[src/shared/tap_bridge_params.svh]
// register offsets, field positions, reset values and tap patterns of the tap master bridge
`ifndef TAP_BRIDGE_PARAMS_SVH
`define TAP_BRIDGE_PARAMS_SVH

// host register offsets on the three address pins
`define ADDR_CFG_A 3'h0
`define ADDR_CFG_B 3'h1
`define ADDR_STATUS 3'h2
`define ADDR_COMMAND 3'h3
`define ADDR_TDO_BUF 3'h4
`define ADDR_TDI_BUF 3'h5
`define ADDR_COUNTER 3'h6
`define ADDR_DISCRETE 3'h7

// reset values
`define RST_CFG_A 8'h00
`define RST_CFG_B 8'h80
`define RST_COUNTER 8'h00
`define RST_DISCRETE 4'h0

// configuration field positions
`define CFGA_MODE_MSB 1
`define CFGA_MODE_LSB 0
`define CFGB_DIV_MSB 7
`define CFGB_DIV_LSB 5
`define CFGB_RDLY_MSB 3
`define CFGB_RDLY_LSB 0

// command field positions
`define CMD_SOFT_RST_BIT 7
`define CMD_TRST_BIT 6
`define CMD_OP_MSB 3
`define CMD_OP_LSB 0

// discrete-control field positions
`define DISC_TRST_BIT 3
`define DISC_TMS_BIT 2
`define DISC_TDO_BIT 0

// tms patterns, sent lsb first, with their lengths
`define PAT_TAP_RESET 8'h1F
`define LEN_TAP_RESET 4'h6
`define PAT_SCAN_DR 8'h01
`define LEN_SCAN_DR 4'h3
`define PAT_SCAN_IR 8'h03
`define LEN_SCAN_IR 4'h4
`define PAT_EXIT 8'h01
`define LEN_EXIT 4'h2

`endif

[src/shared/tap_bridge_pkg.sv]
// types shared by the tap master bridge
package tap_bridge_pkg;

  // sequence engine states, gray along idle-pre-shift-post-drain
  typedef enum logic [2:0] {
    ENG_IDLE = 3'h0,
    ENG_PRE = 3'h1,
    ENG_SHIFT = 3'h3,
    ENG_POST = 3'h2,
    ENG_DRAIN = 3'h6
  } engine_state_t;

  // command opcodes
  typedef enum logic [3:0] {
    OP_NONE = 4'h0,
    OP_TAP_RESET = 4'h1,
    OP_SCAN_DR = 4'h2,
    OP_SCAN_IR = 4'h3,
    OP_SHADOW = 4'h4
  } opcode_t;

  // test clock modes
  typedef enum logic [1:0] {
    MODE_FREE = 2'h0,
    MODE_GATED = 2'h1,
    MODE_DISCRETE = 2'h2
  } tck_mode_t;

endpackage

[src/verilog/tck_tick_gen.sv]
// test clock divider producing one tick per half period
`timescale 1ns/1ps
module tck_tick_gen #(
  parameter int DIV_W = 3, // width of the divisor select
  parameter int CNT_W = 8  // width of the half-period counter
) (
  input wire logic sys_clk_i,
  input wire logic reset_i,
  input wire logic run_i,
  input wire logic [DIV_W-1:0] div_sel_i,
  output logic tick_o
);

  logic [CNT_W-1:0] half_last; // last count of a half period
  logic [CNT_W-1:0] count; // position inside the half period

  // full period is two to the power of the select, two at least
  always_comb begin
    if (div_sel_i == '0) begin
      half_last = '0;
    end else begin
      half_last = CNT_W'(((32'h1 << div_sel_i) >> 1) - 32'h1);
    end
  end

  // counter holds while stopped so the clock resumes in phase
  always_ff @(posedge sys_clk_i) begin
    if (reset_i) begin
      count <= '0;
    end else if (run_i) begin
      if (count >= half_last) begin
        count <= '0;
      end else begin
        count <= count + CNT_W'(1);
      end
    end
  end

  // gated by run so a stall takes effect in the same cycle
  assign tick_o = run_i && (count >= half_last);

endmodule

[src/verilog/tap_master_host_bridge.sv]
// boundary-scan tap master with a byte-wide host port
//
// Functional notes
// - drive test data out on falling tck
// - drive tms on falling tck
// - drive enable high floats all tap outputs
// - target reset low only on host write
// - source tck tms tdo trst, receive tdi
// - byte-wide peripheral port, memory or io
// - generate states, serialise and deserialise bytes
// - drop ready while an access is blocked
// - finish blocked access when block clears
// - blocking conditions visible in status, command
// - discrete mode gives free tms/tdo control
// - gated mode stops tck for buffer service
// - realign returned data for pipeline delay
// - gated mode shadow protocol scan command
// - data and instruction register scan commands
// - host, discrete, tck, state, tdo, tdi blocks
// - sample returned data on rising tck
// - tck is system clock over divisor
// - discrete read raises, write lowers tck
// - ready high when strobe ends access
`timescale 1ns/1ps
`include "tap_bridge_params.svh"
module tap_master_host_bridge #(
  parameter int RDLY_MAX = 15 // deepest pipeline delay compensated
) (
  input wire logic sys_clk_i,
  input wire logic reset_i,
  input wire logic access_strobe_n_i,
  input wire logic rw_i,
  input wire logic [2:0] addr_i,
  input wire logic [7:0] data_i,
  output logic [7:0] data_o,
  output logic data_oe_o,
  output logic ready_o,
  input wire logic tap_drive_enable_n_i,
  input wire logic tdi_i,
  output logic tck_o,
  output logic tck_oe_o,
  output logic tms_o,
  output logic tms_oe_o,
  output logic tdo_o,
  output logic tdo_oe_o,
  output logic trst_n_o,
  output logic trst_oe_o
);

  // pin synchronisers, stage one feeds stage two only
  logic access_strobe_n_s1, access_strobe_n_s2, access_strobe_n_s3; // s3 is the edge history
  logic rw_s1, rw_s2;
  logic [2:0] addr_s1, addr_s2;
  logic [7:0] data_s1, data_s2;
  logic toe_n_s1, toe_n_s2;
  logic tdi_s1, tdi_s2;

  // host registers
  logic [7:0] cfg_a; // mode select
  logic [7:0] cfg_b; // divisor and retiming delay
  logic [7:0] counter; // scan length in bytes
  logic trst_cmd; // target reset requested by command
  tap_bridge_pkg::opcode_t opcode; // non-zero while a command runs
  logic [3:0] disc_reg; // discrete trst, tms, unused, tdo

  // engine state
  tap_bridge_pkg::engine_state_t state;
  logic [7:0] tms_pat; // remaining tms pattern bits
  logic [3:0] pat_cnt; // bits left in the pattern
  logic [7:0] bytes_left; // bytes still to shift
  logic [2:0] bit_idx; // bit within the current byte
  logic [7:0] tdo_shift; // outgoing byte being serialised
  logic shift_mark; // a data bit was driven at the last fall, outside shadow commands
  logic shadow; // shadow protocol command running
  logic eng_tms, eng_tdo; // engine pin values
  logic phase; // internal tck level
  logic disc_tck; // tck level in discrete mode
  logic [RDLY_MAX-1:0] vline; // marks of driven bits, by rise
  logic [RDLY_MAX-1:0] live_mask; // taps that can still feed a capture

  // buffers
  logic [7:0] tdo_buf;
  logic tdo_full;
  logic [7:0] tdi_buf;
  logic tdi_full;
  logic [7:0] tdi_shift; // incoming byte being assembled
  logic [2:0] tdi_cnt;

  // combinational helpers
  tap_bridge_pkg::tck_mode_t mode;
  logic [3:0] rdly;
  logic busy, active, access_end, block_cond, grant;
  logic wr_cmd, soft_rst, wr_tdo, rd_tdi, wr_disc, rd_disc;
  logic tick, rise_ev, fall_ev, run, stall, eng_load, delayed_valid;
  logic [7:0] rd_mux;

  assign mode = tap_bridge_pkg::tck_mode_t'(cfg_a[`CFGA_MODE_MSB:`CFGA_MODE_LSB]);
  assign rdly = cfg_b[`CFGB_RDLY_MSB:`CFGB_RDLY_LSB];
  assign busy = (opcode != tap_bridge_pkg::OP_NONE);

  // two flip-flops on every pin input, three on the access strobe
  always_ff @(posedge sys_clk_i) begin
    if (reset_i) begin
      access_strobe_n_s1 <= 1'b1;
      access_strobe_n_s2 <= 1'b1;
      access_strobe_n_s3 <= 1'b1;
      rw_s1 <= 1'b1;
      rw_s2 <= 1'b1;
      addr_s1 <= 3'h0;
      addr_s2 <= 3'h0;
      data_s1 <= 8'h00;
      data_s2 <= 8'h00;
      toe_n_s1 <= 1'b1;
      toe_n_s2 <= 1'b1;
      tdi_s1 <= 1'b1;
      tdi_s2 <= 1'b1;
    end else begin
      access_strobe_n_s1 <= access_strobe_n_i;
      access_strobe_n_s2 <= access_strobe_n_s1;
      access_strobe_n_s3 <= access_strobe_n_s2;
      rw_s1 <= rw_i;
      rw_s2 <= rw_s1;
      addr_s1 <= addr_i;
      addr_s2 <= addr_s1;
      data_s1 <= data_i;
      data_s2 <= data_s1;
      toe_n_s1 <= tap_drive_enable_n_i;
      toe_n_s2 <= toe_n_s1;
      tdi_s1 <= tdi_i;
      tdi_s2 <= tdi_s1;
    end
  end

  // host access decode; effects take place when the strobe ends
  assign active = !access_strobe_n_s2;
  assign access_end = access_strobe_n_s2 && !access_strobe_n_s3;

  // every blocking cause is a status or command bit the host can poll
  always_comb begin
    block_cond = 1'b0;
    if (rw_s2) begin
      block_cond = (addr_s2 == `ADDR_TDI_BUF) && !tdi_full;
    end else begin
      case (addr_s2)
        `ADDR_TDO_BUF: block_cond = tdo_full;
        `ADDR_CFG_A, `ADDR_CFG_B, `ADDR_COUNTER: block_cond = busy;
        `ADDR_COMMAND: block_cond = busy && !data_s2[`CMD_SOFT_RST_BIT];
        default: block_cond = 1'b0;
      endcase
    end
  end

  // an access ended while still blocked is dropped; the host must not rely on it
  assign grant = access_end && !block_cond;
  assign wr_cmd = grant && !rw_s2 && (addr_s2 == `ADDR_COMMAND);
  assign soft_rst = wr_cmd && data_s2[`CMD_SOFT_RST_BIT];
  assign wr_tdo = grant && !rw_s2 && (addr_s2 == `ADDR_TDO_BUF);
  assign rd_tdi = grant && rw_s2 && (addr_s2 == `ADDR_TDI_BUF);
  assign wr_disc = grant && !rw_s2 && (addr_s2 == `ADDR_DISCRETE) &&
                   (mode == tap_bridge_pkg::MODE_DISCRETE) && !busy;
  assign rd_disc = grant && rw_s2 && (addr_s2 == `ADDR_DISCRETE) &&
                   (mode == tap_bridge_pkg::MODE_DISCRETE);

  // read data mux
  always_comb begin
    case (addr_s2)
      `ADDR_CFG_A: rd_mux = cfg_a;
      `ADDR_CFG_B: rd_mux = cfg_b;
      `ADDR_STATUS: rd_mux = {tdi_full, tdo_full, busy, 2'b00, state};
      `ADDR_COMMAND: rd_mux = {1'b0, trst_cmd, 2'b00, opcode};
      `ADDR_TDO_BUF: rd_mux = tdo_buf;
      `ADDR_TDI_BUF: rd_mux = tdi_buf;
      `ADDR_COUNTER: rd_mux = counter;
      default: rd_mux = {4'h0, disc_reg[3:2], tdi_s2, disc_reg[0]};
    endcase
  end

  // host port outputs; ready rests high outside an access
  always_ff @(posedge sys_clk_i) begin
    if (reset_i) begin
      ready_o <= 1'b1;
      data_o <= 8'h00;
      data_oe_o <= 1'b0;
    end else begin
      ready_o <= !(active && block_cond);
      data_oe_o <= active && rw_s2;
      if (active && rw_s2) begin
        data_o <= rd_mux;
      end
    end
  end

  // configuration and counter writes, held off while busy by the ready logic
  always_ff @(posedge sys_clk_i) begin
    if (reset_i) begin
      cfg_a <= `RST_CFG_A;
      cfg_b <= `RST_CFG_B;
      counter <= `RST_COUNTER;
    end else if (grant && !rw_s2) begin
      case (addr_s2)
        `ADDR_CFG_A: cfg_a <= data_s2;
        `ADDR_CFG_B: cfg_b <= data_s2;
        `ADDR_COUNTER: counter <= data_s2;
        default: cfg_a <= cfg_a;
      endcase
    end
  end

  // discrete-control register and its tck edges
  always_ff @(posedge sys_clk_i) begin
    if (reset_i || soft_rst) begin
      disc_reg <= `RST_DISCRETE;
      disc_tck <= 1'b0;
    end else if (wr_disc) begin
      disc_reg <= data_s2[3:0];
      disc_tck <= 1'b0;
    end else if (rd_disc) begin
      disc_tck <= 1'b1;
    end
  end

  // stalls: next byte not written yet, or received byte not read yet
  assign stall = tdi_full ||
                 ((state == tap_bridge_pkg::ENG_SHIFT) && (bit_idx == 3'h0) && !tdo_full);
  // free mode runs except during a command stall; gated mode only while a command needs edges
  assign run = (mode == tap_bridge_pkg::MODE_FREE) ? !(busy && stall) :
               (mode == tap_bridge_pkg::MODE_GATED) && busy && !stall;

  // tck generator block
  tck_tick_gen #(.DIV_W(3), .CNT_W(8)) u_tick (
    .sys_clk_i(sys_clk_i),
    .reset_i(reset_i),
    .run_i(run),
    .div_sel_i(cfg_b[`CFGB_DIV_MSB:`CFGB_DIV_LSB]),
    .tick_o(tick)
  );

  assign rise_ev = tick && !phase;
  assign fall_ev = tick && phase;
  assign eng_load = fall_ev && (state == tap_bridge_pkg::ENG_SHIFT) && (bit_idx == 3'h0);

  // internal tck phase
  always_ff @(posedge sys_clk_i) begin
    if (reset_i) begin
      phase <= 1'b0;
    end else if (tick) begin
      phase <= !phase;
    end
  end

  // command register and state sequence engine, stepped on falling tck
  always_ff @(posedge sys_clk_i) begin
    if (reset_i || soft_rst) begin
      state <= tap_bridge_pkg::ENG_IDLE;
      opcode <= tap_bridge_pkg::OP_NONE;
      trst_cmd <= 1'b0;
      tms_pat <= 8'h00;
      pat_cnt <= 4'h0;
      bytes_left <= 8'h00;
      bit_idx <= 3'h0;
      tdo_shift <= 8'h00;
      shift_mark <= 1'b0;
      shadow <= 1'b0;
      eng_tms <= 1'b1;
      eng_tdo <= 1'b1;
    end else if (wr_cmd) begin
      trst_cmd <= data_s2[`CMD_TRST_BIT];
      bytes_left <= counter;
      bit_idx <= 3'h0;
      shadow <= 1'b0;
      // unknown, empty or out-of-mode commands finish at once
      case (tap_bridge_pkg::opcode_t'(data_s2[`CMD_OP_MSB:`CMD_OP_LSB]))
        tap_bridge_pkg::OP_TAP_RESET: begin
          if (mode != tap_bridge_pkg::MODE_DISCRETE) begin
            opcode <= tap_bridge_pkg::OP_TAP_RESET;
            state <= tap_bridge_pkg::ENG_PRE;
            tms_pat <= `PAT_TAP_RESET;
            pat_cnt <= `LEN_TAP_RESET;
          end
        end
        tap_bridge_pkg::OP_SCAN_DR, tap_bridge_pkg::OP_SCAN_IR: begin
          if (mode != tap_bridge_pkg::MODE_DISCRETE && counter != 8'h00) begin
            opcode <= tap_bridge_pkg::opcode_t'(data_s2[`CMD_OP_MSB:`CMD_OP_LSB]);
            state <= tap_bridge_pkg::ENG_PRE;
            if (data_s2[`CMD_OP_MSB:`CMD_OP_LSB] == tap_bridge_pkg::OP_SCAN_DR) begin
              tms_pat <= `PAT_SCAN_DR;
              pat_cnt <= `LEN_SCAN_DR;
            end else begin
              tms_pat <= `PAT_SCAN_IR;
              pat_cnt <= `LEN_SCAN_IR;
            end
          end
        end
        tap_bridge_pkg::OP_SHADOW: begin
          // clock held, bytes clocked out on tdo at the divider pace
          if (mode == tap_bridge_pkg::MODE_GATED && counter != 8'h00) begin
            opcode <= tap_bridge_pkg::OP_SHADOW;
            state <= tap_bridge_pkg::ENG_SHIFT;
            shadow <= 1'b1;
          end
        end
        default: opcode <= tap_bridge_pkg::OP_NONE;
      endcase
    end else if (fall_ev) begin
      shift_mark <= 1'b0;
      case (state)
        tap_bridge_pkg::ENG_PRE, tap_bridge_pkg::ENG_POST: begin
          eng_tms <= tms_pat[0];
          tms_pat <= {1'b0, tms_pat[7:1]};
          pat_cnt <= pat_cnt - 4'h1;
          if (pat_cnt == 4'h1) begin
            if (state == tap_bridge_pkg::ENG_POST ||
                opcode == tap_bridge_pkg::OP_TAP_RESET) begin
              state <= tap_bridge_pkg::ENG_DRAIN;
            end else begin
              state <= tap_bridge_pkg::ENG_SHIFT;
            end
          end
        end
        tap_bridge_pkg::ENG_SHIFT: begin
          if (bit_idx == 3'h0) begin
            eng_tdo <= tdo_buf[0];
            tdo_shift <= {1'b0, tdo_buf[7:1]};
          end else begin
            eng_tdo <= tdo_shift[0];
            tdo_shift <= {1'b0, tdo_shift[7:1]};
          end
          shift_mark <= !shadow;
          bit_idx <= bit_idx + 3'h1;
          if (!shadow) begin
            eng_tms <= (bytes_left == 8'h01) && (bit_idx == 3'h7);
          end
          if (bit_idx == 3'h7) begin
            bytes_left <= bytes_left - 8'h01;
            if (bytes_left == 8'h01) begin
              state <= shadow ? tap_bridge_pkg::ENG_DRAIN : tap_bridge_pkg::ENG_POST;
              tms_pat <= `PAT_EXIT;
              pat_cnt <= `LEN_EXIT;
            end
          end
        end
        default: state <= state;
      endcase
    end else if (state == tap_bridge_pkg::ENG_DRAIN && (vline & live_mask) == '0 &&
                 !shift_mark && (phase || shadow)) begin
      // delayed bits in and last tms clocked by a rise; gated tck parks high, except after a shadow command where it parks low
      state <= tap_bridge_pkg::ENG_IDLE;
      opcode <= tap_bridge_pkg::OP_NONE;
      shadow <= 1'b0;
    end
  end

  // output data buffer; host fill wins over engine take
  always_ff @(posedge sys_clk_i) begin
    if (reset_i || soft_rst) begin
      tdo_buf <= 8'h00;
      tdo_full <= 1'b0;
    end else if (wr_tdo) begin
      tdo_buf <= data_s2;
      tdo_full <= 1'b1;
    end else if (eng_load) begin
      tdo_full <= 1'b0;
    end
  end

  // marks of driven bits travel down the line by rising edges
  assign delayed_valid = (rdly == 4'h0) ? shift_mark : vline[rdly - 4'h1];
  // taps past the delay hold spent marks, so drain need not wait for them
  assign live_mask = RDLY_MAX'((32'h1 << rdly) - 32'h1);

  // retiming line
  always_ff @(posedge sys_clk_i) begin
    if (reset_i || soft_rst) begin
      vline <= '0;
    end else if (rise_ev) begin
      vline <= {vline[RDLY_MAX-2:0], shift_mark};
    end
  end

  // input data buffer; engine set wins over host read
  always_ff @(posedge sys_clk_i) begin
    if (reset_i || soft_rst) begin
      tdi_shift <= 8'h00;
      tdi_cnt <= 3'h0;
      tdi_buf <= 8'h00;
      tdi_full <= 1'b0;
    end else begin
      if (rise_ev && delayed_valid) begin
        tdi_shift <= {tdi_s2, tdi_shift[7:1]};
        tdi_cnt <= tdi_cnt + 3'h1;
        if (tdi_cnt == 3'h7) begin
          tdi_buf <= {tdi_s2, tdi_shift[7:1]};
          tdi_full <= 1'b1;
        end else if (rd_tdi) begin
          tdi_full <= 1'b0;
        end
      end else if (rd_tdi) begin
        tdi_full <= 1'b0;
      end
    end
  end

  // tap pins and their enables, all registered
  always_ff @(posedge sys_clk_i) begin
    if (reset_i) begin
      tck_o <= 1'b0;
      tms_o <= 1'b1;
      tdo_o <= 1'b1;
      trst_n_o <= 1'b1;
      tck_oe_o <= 1'b0;
      tms_oe_o <= 1'b0;
      tdo_oe_o <= 1'b0;
      trst_oe_o <= 1'b0;
    end else begin
      tck_oe_o <= !toe_n_s2;
      tms_oe_o <= !toe_n_s2;
      tdo_oe_o <= !toe_n_s2;
      trst_oe_o <= !toe_n_s2;
      if (mode == tap_bridge_pkg::MODE_DISCRETE) begin
        tck_o <= disc_tck;
        tms_o <= disc_reg[`DISC_TMS_BIT];
        tdo_o <= disc_reg[`DISC_TDO_BIT];
      end else begin
        tck_o <= shadow ? 1'b0 : phase;
        tms_o <= eng_tms;
        tdo_o <= eng_tdo;
      end
      trst_n_o <= !(trst_cmd || ((mode == tap_bridge_pkg::MODE_DISCRETE) &&
                                 disc_reg[`DISC_TRST_BIT]));
    end
  end

endmodule

[config.mk]
export PLATFORM = sky130hd
export DESIGN_NAME = tap_master_host_bridge
export DESIGN_NICKNAME = d
export VERILOG_FILES = /design/src/shared/tap_bridge_pkg.sv /design/src/verilog/tck_tick_gen.sv /design/src/verilog/tap_master_host_bridge.sv
export VERILOG_INCLUDE_DIRS = /design/src /design/src/shared
export SDC_FILE = /design/constraint.sdc
export NUM_CORES = 1
export LEC_CHECK = 0
export ABC_AREA = 1
export BUFFER_PORTS_ARGS = -buffer_cell sky130_fd_sc_hd__buf_2
export CAP_MARGIN = 20
export CORE_ASPECT_RATIO = 1.5
export CORE_UTILIZATION = 40
export DETAILED_ROUTE_END_ITERATION = 10
export HOLD_SLACK_MARGIN = 0.1
export SETUP_SLACK_MARGIN = 0.4
export SLEW_MARGIN = 20
export SYNTH_ARGS = -nofsm -noshare
export SYNTH_HDL_FRONTEND = slang
export SYNTH_SLANG_ARGS = --single-unit
[constraint.sdc]
create_clock -name sys_clk_i -period 4.05 [get_ports sys_clk_i]
set_clock_uncertainty 0.1 [all_clocks]
set_input_delay 0.2025 -clock sys_clk_i [delete_from_list [all_inputs] [get_ports sys_clk_i]]
set_output_delay 0.2025 -clock sys_clk_i [all_outputs]
set_load 0.03 [all_outputs]
==> run summary, run 1 <==
outcome: complete, no violations
CTS sink cnt: 165
Cell Area, Synth: 8010 µm²
unrepaired setup endpoints after global routing: false
number of buffers added by the clock tree synthesis step: 17
clock insertion delay at the later pin of the skew report: 440 ps
final worst setup slack: 800 ps
Cell Pwr Density: 371 nW/µm²
peak supply drop: 0.000449 V
max-cap check violation count: 0
worst setup slack before clock tree synthesis: 575 ps
number of design rule violations left after detail routing: 0
number of levels the H-tree was split into: 4
proportion of layout cells with a drive suffix above 1: 11.5%
sequential-to-total area share from yosys stat: 41.2%
pin count of the biggest net entering global routing: 53
transition time at the pin with the least slew margin: 895 ps
detailed-routing iteration count for the pre-antenna-repair pass: 6
row count: 63
maximum operating frequency: 0.308 GHz
starting utilization of the core area: 40.7%
number of buffers and inverters on the critical path: 2
detailed-route via count: 7,187
kind of cell with the highest combined delay on the critical path: simple AND/OR/NAND/NOR gates
drt initial violations: 506
Internal Dissipation: 2.52 mW
DIE HEIGHT: 175 µm
clock tree from TritonCTS: done
weighted congestion at the end of routability-driven global placement: 0.920
CP Max Fanout: 16
core area: 19,700 µm²
number of instances in the synthesized netlist: 1,102
final net count: 1,181
root buf cell: sky130_fd_sc_hd__clkbuf_16
cells along the critical path: nand3_1 > ha_1 > inv_1 > nand3_1 > o21ai_0 > nand3_1 > ha_1 > nand2_1 > nor2_1 > nand4_1 > nand3_1 > nand2_2 > nor2_4 > nand2_2 > inv_4 > nand2_2 > o21ai_0 > a21oi_1
share of total power in combinational logic: 3.8%
Max stage delay cell, worst path: sky130_fd_sc_hd__dfxtp_1
tightest slew margin relative to the limit: 40.3%
first-pass GRT wire length: 34,100 µm
Die Span X: 118 µm
Worst EP required: 4270 ps
final count of negative-setup-slack endpoints: 0
clock-pin slew of the registers on the worst-case setup and hold paths: 70 ps
Post-DP HPWL: 15,500 µm
max-slew violations: 0
Hold WC Path Type: input port to flip-flop
total wirelength of the detailed-routed design: 21,000 µm
Sw Ratio: 25.6%
post-placement cell count: 1,362
global-route usage over all layers: 21.2%
Post-DRT Antenna Nets: 0
type of origin of the critical path: flip-flop
clock power share: 47.0%
Crit Path Category: flip-flop to flip-flop
flip-flop count of the largest register after layout: 15
Top-Level Pins: 35
Final min period: 3250 ps
Final Instance Count excl. Fillers: 1,412
Crit. End Element: flip-flop
GRT overflow: 0
number of library cell types mapped by synthesis: 54
leakage power: 3.77 nW
async set-or-reset flop fraction in the synthesized netlist: 0%
average via count per standard cell: 5.09
final number of hold-violating endpoints: 0
data arrival time at the worst-slack endpoint: 3470 ps
most numerous cell on the critical path: sky130_fd_sc_hd__nand3_1
post-DR wirelength/cell: 14.9 µm
primary flip-flop cell chosen by synthesis mapping: sky130_fd_sc_hd__dfxtp_1
total nets after synthesis: 1,144
number of antenna cells inserted: 0
Flop pwr share: 49.2%
Syn Area/Cell: 7.27 µm²
Port Buffer Count: 34
switching power: 0.867 mW
TNS Setup: 0 ps
Finished Core Util: 46.3%
Synth-to-Final Area Change: 13.7%
Clock Tree Buf Depth: 2
number of global-route vias before repair: 6,899
Critical Path Max Stage Delay: 460 ps
register bit count reported by yosys: 165
count of flip-flops with a built-in enable after synthesis: 0
largest reg by FF count: vline
Warnings, synthesis: 0
DIE AREA: 20,600 µm²
final worst path period share: 80.2%
antenna violations before repair: 0
cells by family after synthesis:
group / Yosys count / synth area share [%]
xor+xnor: 13 / 1.42
flops: 165 / 41.2
compound gates: 272 / 19.2
fa+ha+maj: 25 / 3.90
other cells: 1 / 0.0468
buf+inv: 191 / 9.71
simple gates: 435 / 24.5
final cells by class:
class,instances,area [µm²]
Tap cell,260,325
Multi-Input combinational cell,746,3940
Clock inverter,15,156
Clock buffer,17,425
Inverter,153,579
Fill cell,2056,10600
Timing Repair Buffer,56,385
Sequential cell,165,3300
Yosys cell counts, types with 3 or more instances:
library cell / count / share of area, %
sky130_fd_sc_hd__buf_2: 11 / 0.69
sky130_fd_sc_hd__a21oi_1: 98 / 6.1
sky130_fd_sc_hd__inv_2: 12 / 0.56
sky130_fd_sc_hd__nand2_2: 5 / 0.39
sky130_fd_sc_hd__o21ai_0: 111 / 6.9
sky130_fd_sc_hd__xor2_1: 8 / 0.87
sky130_fd_sc_hd__xnor2_1: 5 / 0.55
sky130_fd_sc_hd__o21ai_1: 3 / 0.19
sky130_fd_sc_hd__a211oi_2: 3 / 0.47
sky130_fd_sc_hd__inv_1: 138 / 6.5
sky130_fd_sc_hd__nand3_2: 4 / 0.50
sky130_fd_sc_hd__nor3_1: 12 / 0.75
sky130_fd_sc_hd__nor2_1: 133 / 6.2
sky130_fd_sc_hd__ha_1: 25 / 3.9
sky130_fd_sc_hd__nand3_1: 63 / 3.9
sky130_fd_sc_hd__or2_2: 9 / 0.70
sky130_fd_sc_hd__nor2_4: 3 / 0.42
sky130_fd_sc_hd__nand2_1: 171 / 8.0
sky130_fd_sc_hd__a221oi_1: 3 / 0.33
sky130_fd_sc_hd__buf_4: 8 / 0.75
sky130_fd_sc_hd__nand4_1: 11 / 0.86
sky130_fd_sc_hd__a211oi_1: 5 / 0.47
sky130_fd_sc_hd__o22ai_1: 13 / 1.0
sky130_fd_sc_hd__nor2_2: 9 / 0.70
sky130_fd_sc_hd__dfxtp_1: 165 / 41
sky130_fd_sc_hd__a31oi_1: 13 / 1.0
sky130_fd_sc_hd__clkbuf_1: 17 / 0.80
sky130_fd_sc_hd__o211ai_1: 5 / 0.47
worst register-to-register path: stages, from the launching register on:
cell	delay, ps
sky130_fd_sc_hd__dfxtp_1	460
sky130_fd_sc_hd__nand3_1	150
sky130_fd_sc_hd__ha_1	210
sky130_fd_sc_hd__inv_1	120
sky130_fd_sc_hd__nand3_1	80
sky130_fd_sc_hd__o21ai_0	80
sky130_fd_sc_hd__nand3_1	110
sky130_fd_sc_hd__ha_1	290
sky130_fd_sc_hd__nand2_1	60
sky130_fd_sc_hd__nor2_1	140
sky130_fd_sc_hd__nand4_1	90
sky130_fd_sc_hd__nand3_1	190
sky130_fd_sc_hd__nand2_2	110
sky130_fd_sc_hd__nor2_4	120
sky130_fd_sc_hd__nand2_2	180
sky130_fd_sc_hd__inv_4	180
sky130_fd_sc_hd__nand2_2	180
sky130_fd_sc_hd__o21ai_0	220
sky130_fd_sc_hd__a21oi_1	60
path summary, 6_finish.rpt:
| path | from | endpoint | slack, ps | depth (start not counted) |
|---|---|---|---|---|
| max | cfg_b[5]$_SDFFE_PP0P_ | tdi_buf[6]$_SDFFE_PP0P_ | 800 | 18 |
| min | reset_i | data_s2[5]$_SDFF_PP0_ | 220 | 3 |
| max reg2reg | cfg_b[5]$_SDFFE_PP0P_ | tdi_buf[6]$_SDFFE_PP0P_ | 800 | 18 |
| min reg2reg | toe_n_s2$_SDFF_PP1_ | trst_oe_o$_SDFF_PP0_ | 280 | 1 |
layer usage:
layer / share of wire, % / vias up / routed length [µm] / track usage, %
met1: 41 / 3261 / 8520 / 22.2
met5: 0 / - / 0 / 0
met4: 4.7 / 0 / 996 / 14.0
li1: - / 3707 / - / -
met3: 3.0 / 58 / 620 / 3.41
met2: 52 / 161 / 10800 / 38.8
layout by cell type, fill, tap and decap left out, drive strengths merged, types with 3 or more instances in the layout:
cell type    netlist  final
nand2            178    178
o211ai             5      5
xnor2              5      5
xor2               8      8
a21oi            100    100
nand4             13     13
a211oi             8      8
buf               21     41
nor3              12     12
inv              151    161
a221oi             3      3
nor3b              3      3
dfxtp            165    165
o21ai            115    115
ha                25     25
clkbuf            17     17
nor2             146    146
o22ai             13     13
nand3             69     69
a31oi             13     13
clkinv             2      6
or2                9      9
dlygate4sd3        0     15
power by group through the flow:
stage | Clock (mW) | Combinational [mW] | Sequential, mW
floorplan | 0 | 0.0810 | 1.70
detailed placement | 0 | 0.116 | 1.70
global route | 1.69 | 0.143 | 1.67
CTS | 1.63 | 0.128 | 1.66
global placement | 0 | 0.115 | 1.70
finish | 1.59 | 0.128 | 1.66
per-stage QoR:
step                power, mW  hold slack (ps)  instance area [µm²]
floorplan                1.78              206                 8010
global placement         1.82              265                 8340
detailed placement       1.82              268                 8340
CTS                      3.42              205                 9070
global route             3.50              231                 9110
finish                   3.38              216                 9110
timing repair:
item | CTS | global route
hold buffers | 15 | 0
setup buffers | 0 | 3
resized for setup | 0 | 4
hold endpoints to repair | 15 | 0
endpoints found under the setup margin | 0 | 14
Power figures use the tool's default switching activity.
==> inputs of run 2 (changes only) <==
--- a/config.mk
+++ b/config.mk
@@ -6,7 +6,7 @@
 export SDC_FILE = /design/constraint.sdc
 export NUM_CORES = 1
 export LEC_CHECK = 0
-export ABC_AREA = 1
+export ABC_AREA = 0
 export BUFFER_PORTS_ARGS = -buffer_cell sky130_fd_sc_hd__buf_2
 export CAP_MARGIN = 20
 export CORE_ASPECT_RATIO = 1.5
==> constraint.sdc (replaced) <==
create_clock -name sys_clk_i -period 2.9 [get_ports sys_clk_i]
set_clock_uncertainty 0.1 [all_clocks]
set_input_delay 0.145 -clock sys_clk_i [delete_from_list [all_inputs] [get_ports sys_clk_i]]
set_output_delay 0.145 -clock sys_clk_i [all_outputs]
set_load 0.03 [all_outputs]
==> run summary, run 2 <==
Crit Reg-Reg Startpoint: cfg_b[6]$_SDFFE_PP0P_ (was cfg_b[5]$_SDFFE_PP0P_)
Synth-to-Final Area Change: 27.0% (was 13.7%)
Cell Area, Synth: 7990 µm² (was 8010 µm²)
share of the synthesized area in the top cell type: 41.3% (was 41.2%)
Worst EP required: 3170 ps (was 4270 ps)
type of origin of the critical path: flip-flop (unchanged)
proportion of layout cells with a drive suffix above 1: 24.4% (was 11.5%)
tightest slew margin relative to the limit: 33.1% (was 40.3%)
Final min period: 3010 ps (was 3250 ps)
Port Buffer Count: 34 (unchanged)
final count of negative-setup-slack endpoints: 33 (was 0)
cell with the most instances after synthesis: sky130_fd_sc_hd__dfxtp_1 (was sky130_fd_sc_hd__nand2_1)
most used standard cells in the synthesized netlist: 165 x sky130_fd_sc_hd__dfxtp_1, 127 x sky130_fd_sc_hd__nor2_1, 85 x sky130_fd_sc_hd__mux2i_1 (was 171 x sky130_fd_sc_hd__nand2_1, 165 x sky130_fd_sc_hd__dfxtp_1, 138 x sky130_fd_sc_hd__inv_1)
leading cell types in the layout, fill and taps excluded: 162 x sky130_fd_sc_hd__dfxtp_1, 118 x sky130_fd_sc_hd__nor2_1, 85 x sky130_fd_sc_hd__mux2i_1 (was 170 x sky130_fd_sc_hd__nand2_1, 165 x sky130_fd_sc_hd__dfxtp_1, 137 x sky130_fd_sc_hd__inv_1)
number of global-route vias before repair: 6,656 (was 6,899)
Critical path origin: cfg_b[6]$_SDFFE_PP0P_ (was cfg_b[5]$_SDFFE_PP0P_)
number of instances in the synthesized netlist: 908 (was 1,102)
count of flip-flops with a built-in enable after synthesis: 0 (unchanged)
peak supply drop: 0.000440 V (was 0.000449 V)
first-pass GRT wire length: 34,600 µm (was 34,100 µm)
max-slew violations: 0 (unchanged)
total wirelength of the detailed-routed design: 21,600 µm (was 21,000 µm)
Worst R2R Setup Slack: -110 ps (was 800 ps)
transition time at the pin with the least slew margin: 992 ps (was 895 ps)
clock tree from TritonCTS: done (unchanged)
number of buffers added by the clock tree synthesis step: 17 (unchanged)
Warnings, synthesis: 0 (unchanged)
fill cell instance count of the final layout: 1,834 (was 2,056)
terminus of the critical flop-to-flop path: pat_cnt[3]$_SDFFE_PP0P_ (was tdi_buf[6]$_SDFFE_PP0P_)
clock power share: 47.8% (was 47.0%)
CTS sink cnt: 165 (unchanged)
share of total power in combinational logic: 4.3% (was 3.8%)
max-cap check violation count: 0 (unchanged)
outcome: complete, but fails checks (was complete, no violations)
reg2reg path depth: 16 (was 18)
weighted congestion at the end of routability-driven global placement: 0.852 (was 0.920)
Cell Pwr Density: 477 nW/µm² (was 371 nW/µm²)
violations in the final reports: negative setup slack
final worst path period share: 104% (was 80.2%)
drt initial violations: 483 (was 506)
storage element area: 3310 µm² (was 3300 µm²)
final standard cell area without fillers: 10,100 µm² (was 9110 µm²)
Syn Area/Cell: 8.80 µm² (was 7.27 µm²)
CP Max Fanout: 5 (was 16)
starting utilization of the core area: 40.5% (was 40.7%)
Post-DRT Antenna Nets: 0 (unchanged)
Internal Dissipation: 3.62 mW (was 2.52 mW)
GRT overflow: 0 (unchanged)
detailed-route via count: 6,880 (was 7,187)
primary flip-flop cell chosen by synthesis mapping: sky130_fd_sc_hd__dfxtp_1 (unchanged)
core area: 19,700 µm² (unchanged)
sink of the worst hold path: trst_oe_o$_SDFF_PP0_ (was data_s2[5]$_SDFF_PP0_)
async set-or-reset flop fraction in the synthesized netlist: 0% (unchanged)
number of library cell types mapped by synthesis: 79 (was 54)
flip-flop count of the largest register after layout: 15 (unchanged)
commonest non-fill, non-tap cell in the layout: sky130_fd_sc_hd__dfxtp_1 (was sky130_fd_sc_hd__nand2_1)
number of antenna cells inserted: 0 (unchanged)
Sw Ratio: 25.3% (was 25.6%)
final number of hold-violating endpoints: 0 (unchanged)
maximum operating frequency: 0.332 GHz (was 0.308 GHz)
largest reg by FF count: vline (unchanged)
area of placed instances: 8940 µm² (was 8340 µm²)
number of cells on the worst hold path: 1 (was 3)
Crit. End Element: flip-flop (unchanged)
pin count of the biggest net entering global routing: 37 (was 53)
area of the multi-input gates: 4730 µm² (was 3940 µm²)
final net count: 1,047 (was 1,181)
average via count per standard cell: 5.38 (was 5.09)
number of design rule violations left after detail routing: 0 (unchanged)
root buf cell: sky130_fd_sc_hd__clkbuf_16 (unchanged)
Crit Path Category: flip-flop to flip-flop (unchanged)
detailed-routing iteration count for the pre-antenna-repair pass: 5 (was 6)
Hold WC Path Type: flip-flop to flip-flop (was input port to flip-flop)
DIE AREA: 20,600 µm² (about the same)
total nets after synthesis: 950 (was 1,144)
final worst setup slack: -111 ps (was 800 ps)
number of levels the H-tree was split into: 4 (unchanged)
DIE HEIGHT: 175 µm (about the same)
Clock Tree Buf Depth: 2 (unchanged)
clock-pin slew of the registers on the worst-case setup and hold paths: 70 ps (about the same)
global-route usage over all layers: 21.5% (was 21.2%)
register bit count reported by yosys: 165 (unchanged)
Die Span X: 117 µm (was 118 µm)
hold_sp: toe_n_s2$_SDFF_PP1_ (was reset_i)
Finished Core Util: 51.5% (was 46.3%)
sequential-to-total area share from yosys stat: 41.3% (was 41.2%)
antenna violations before repair: 0 (unchanged)
leakage power: 4.01 nW (was 3.77 nW)
TNS Setup: -1550 ps (was 0 ps)
Flop pwr share: 48.0% (was 49.2%)
Top-Level Pins: 35 (unchanged)
ranking of synthesized cells by area: sky130_fd_sc_hd__dfxtp_1 41%, sky130_fd_sc_hd__mux2i_1 11%, sky130_fd_sc_hd__nor2_1 6.0% (was sky130_fd_sc_hd__dfxtp_1 41%, sky130_fd_sc_hd__nand2_1 8.0%, sky130_fd_sc_hd__o21ai_0 6.9%)
clock insertion delay at the later pin of the skew report: 440 ps (about the same)
post-synth top area cell: sky130_fd_sc_hd__dfxtp_1 (unchanged)
Post-DP HPWL: 15,200 µm (was 15,500 µm)
data arrival time at the worst-slack endpoint: 3280 ps (was 3470 ps)
post-DR wirelength/cell: 16.9 µm (was 14.9 µm)
switching power: 1.22 mW (was 0.867 mW)
unrepaired setup endpoints after global routing: true (was false)
row count: 63 (unchanged)
-- run 2: cell families after synthesis --
| logic type | after synthesis | synth area share, % |
|---|---|---|
| adder cells (fa/ha/maj) | 25 | 3.91 |
| other | 1 | 0.0469 |
| multiplexers | 95 | 12.9 |
| XOR/XNOR | 21 | 2.30 |
| AO/OA/AOI/OAI | 161 | 13.3 |
| flip-flops | 165 | 41.3 |
| AND/OR/NAND/NOR | 355 | 21.7 |
| buffers and inverters | 85 | 4.54 |
-- run 2: per-layer routing --
layer  vias up  track usage (%)  wire length [µm]
met5         -                0                 0
li1       3377                -                 -
met2       178             38.9             11100
met3        55             3.43               714
met1      3270             24.0              8830
met4         0             11.7               942
-- run 2: through the flow --
step           power (mW)  hold slack (ps)  std cells  setup WS, ps
2_1_floorplan        2.49              141        908         -87.5
3_3_place_gp         2.55              227       1215          -158
3_5_place_dp         2.55              231       1215          -164
4_1_cts              4.88              283       1274         -96.5
5_1_grt              5.00              308       1278          -280
6_report             4.84              280       1278          -111
-- run 2: power groups by stage --
stage          registers [mW]  clock network (mW)  logic (mW)
2_1_floorplan            2.37                   0       0.117
3_3_place_gp             2.38                   0       0.175
3_5_place_dp             2.38                   0       0.176
4_1_cts                  2.32                2.36       0.201
5_1_grt                  2.33                2.44       0.225
6_report                 2.32                2.31       0.206
-- run 2: final cells by class --
class / instances / area share (%)
clock buffers: 17 / 4.19
clock inverters: 15 / 1.80
inverters: 24 / 0.937
multi-input cells: 660 / 46.6
flip-flops and latches: 165 / 32.6
well taps: 260 / 3.21
repair buffers: 137 / 10.7
-- run 2: timing repair --
| item | CTS | global route |
|---|---|---|
| hold buffers | 20 | 0 |
| endpoints found under the hold margin | 24 | 0 |
| pin swaps | 36 | 14 |
| endpoints found under the setup margin | 82 | 86 |
| cloned | 3 | 0 |
| setup buffers | 4 | 4 |
| gates resized for setup | 48 | 26 |
-- run 2: critical path, stage by stage, from the launching register on --
cell	delay, ps
sky130_fd_sc_hd__dfxtp_2	340
sky130_fd_sc_hd__buf_6	120
sky130_fd_sc_hd__nor2_4	110
sky130_fd_sc_hd__nand2_2	70
sky130_fd_sc_hd__ha_4	190
sky130_fd_sc_hd__inv_2	80
sky130_fd_sc_hd__nand3_2	80
sky130_fd_sc_hd__o21ai_2	60
sky130_fd_sc_hd__a2bb2oi_2	70
sky130_fd_sc_hd__ha_1	280
sky130_fd_sc_hd__nand2_2	60
sky130_fd_sc_hd__nor3_2	190
sky130_fd_sc_hd__a21oi_2	120
sky130_fd_sc_hd__or3_4	400
sky130_fd_sc_hd__buf_6	150
sky130_fd_sc_hd__or4_4	410
sky130_fd_sc_hd__a21oi_2	110
-- run 2: how the worst max path moves through the flow --
stage / endpoint / slack, ps / cells after the start
3_5_place_dp: pat_cnt[2]$_SDFFE_PP0P_ / -160 / 16
5_1_grt: state[2]$_SDFFE_PP0P_ / -280 / 18
3_3_place_gp: pat_cnt[2]$_SDFFE_PP0P_ / -160 / 16
6_report: pat_cnt[3]$_SDFFE_PP0P_ / -110 / 16
2_1_floorplan: opcode[1]$_SDFFE_PP0P_ / -90 / 14
4_1_cts: tdo_shift[3]$_SDFFE_PP0P_ / -100 / 18
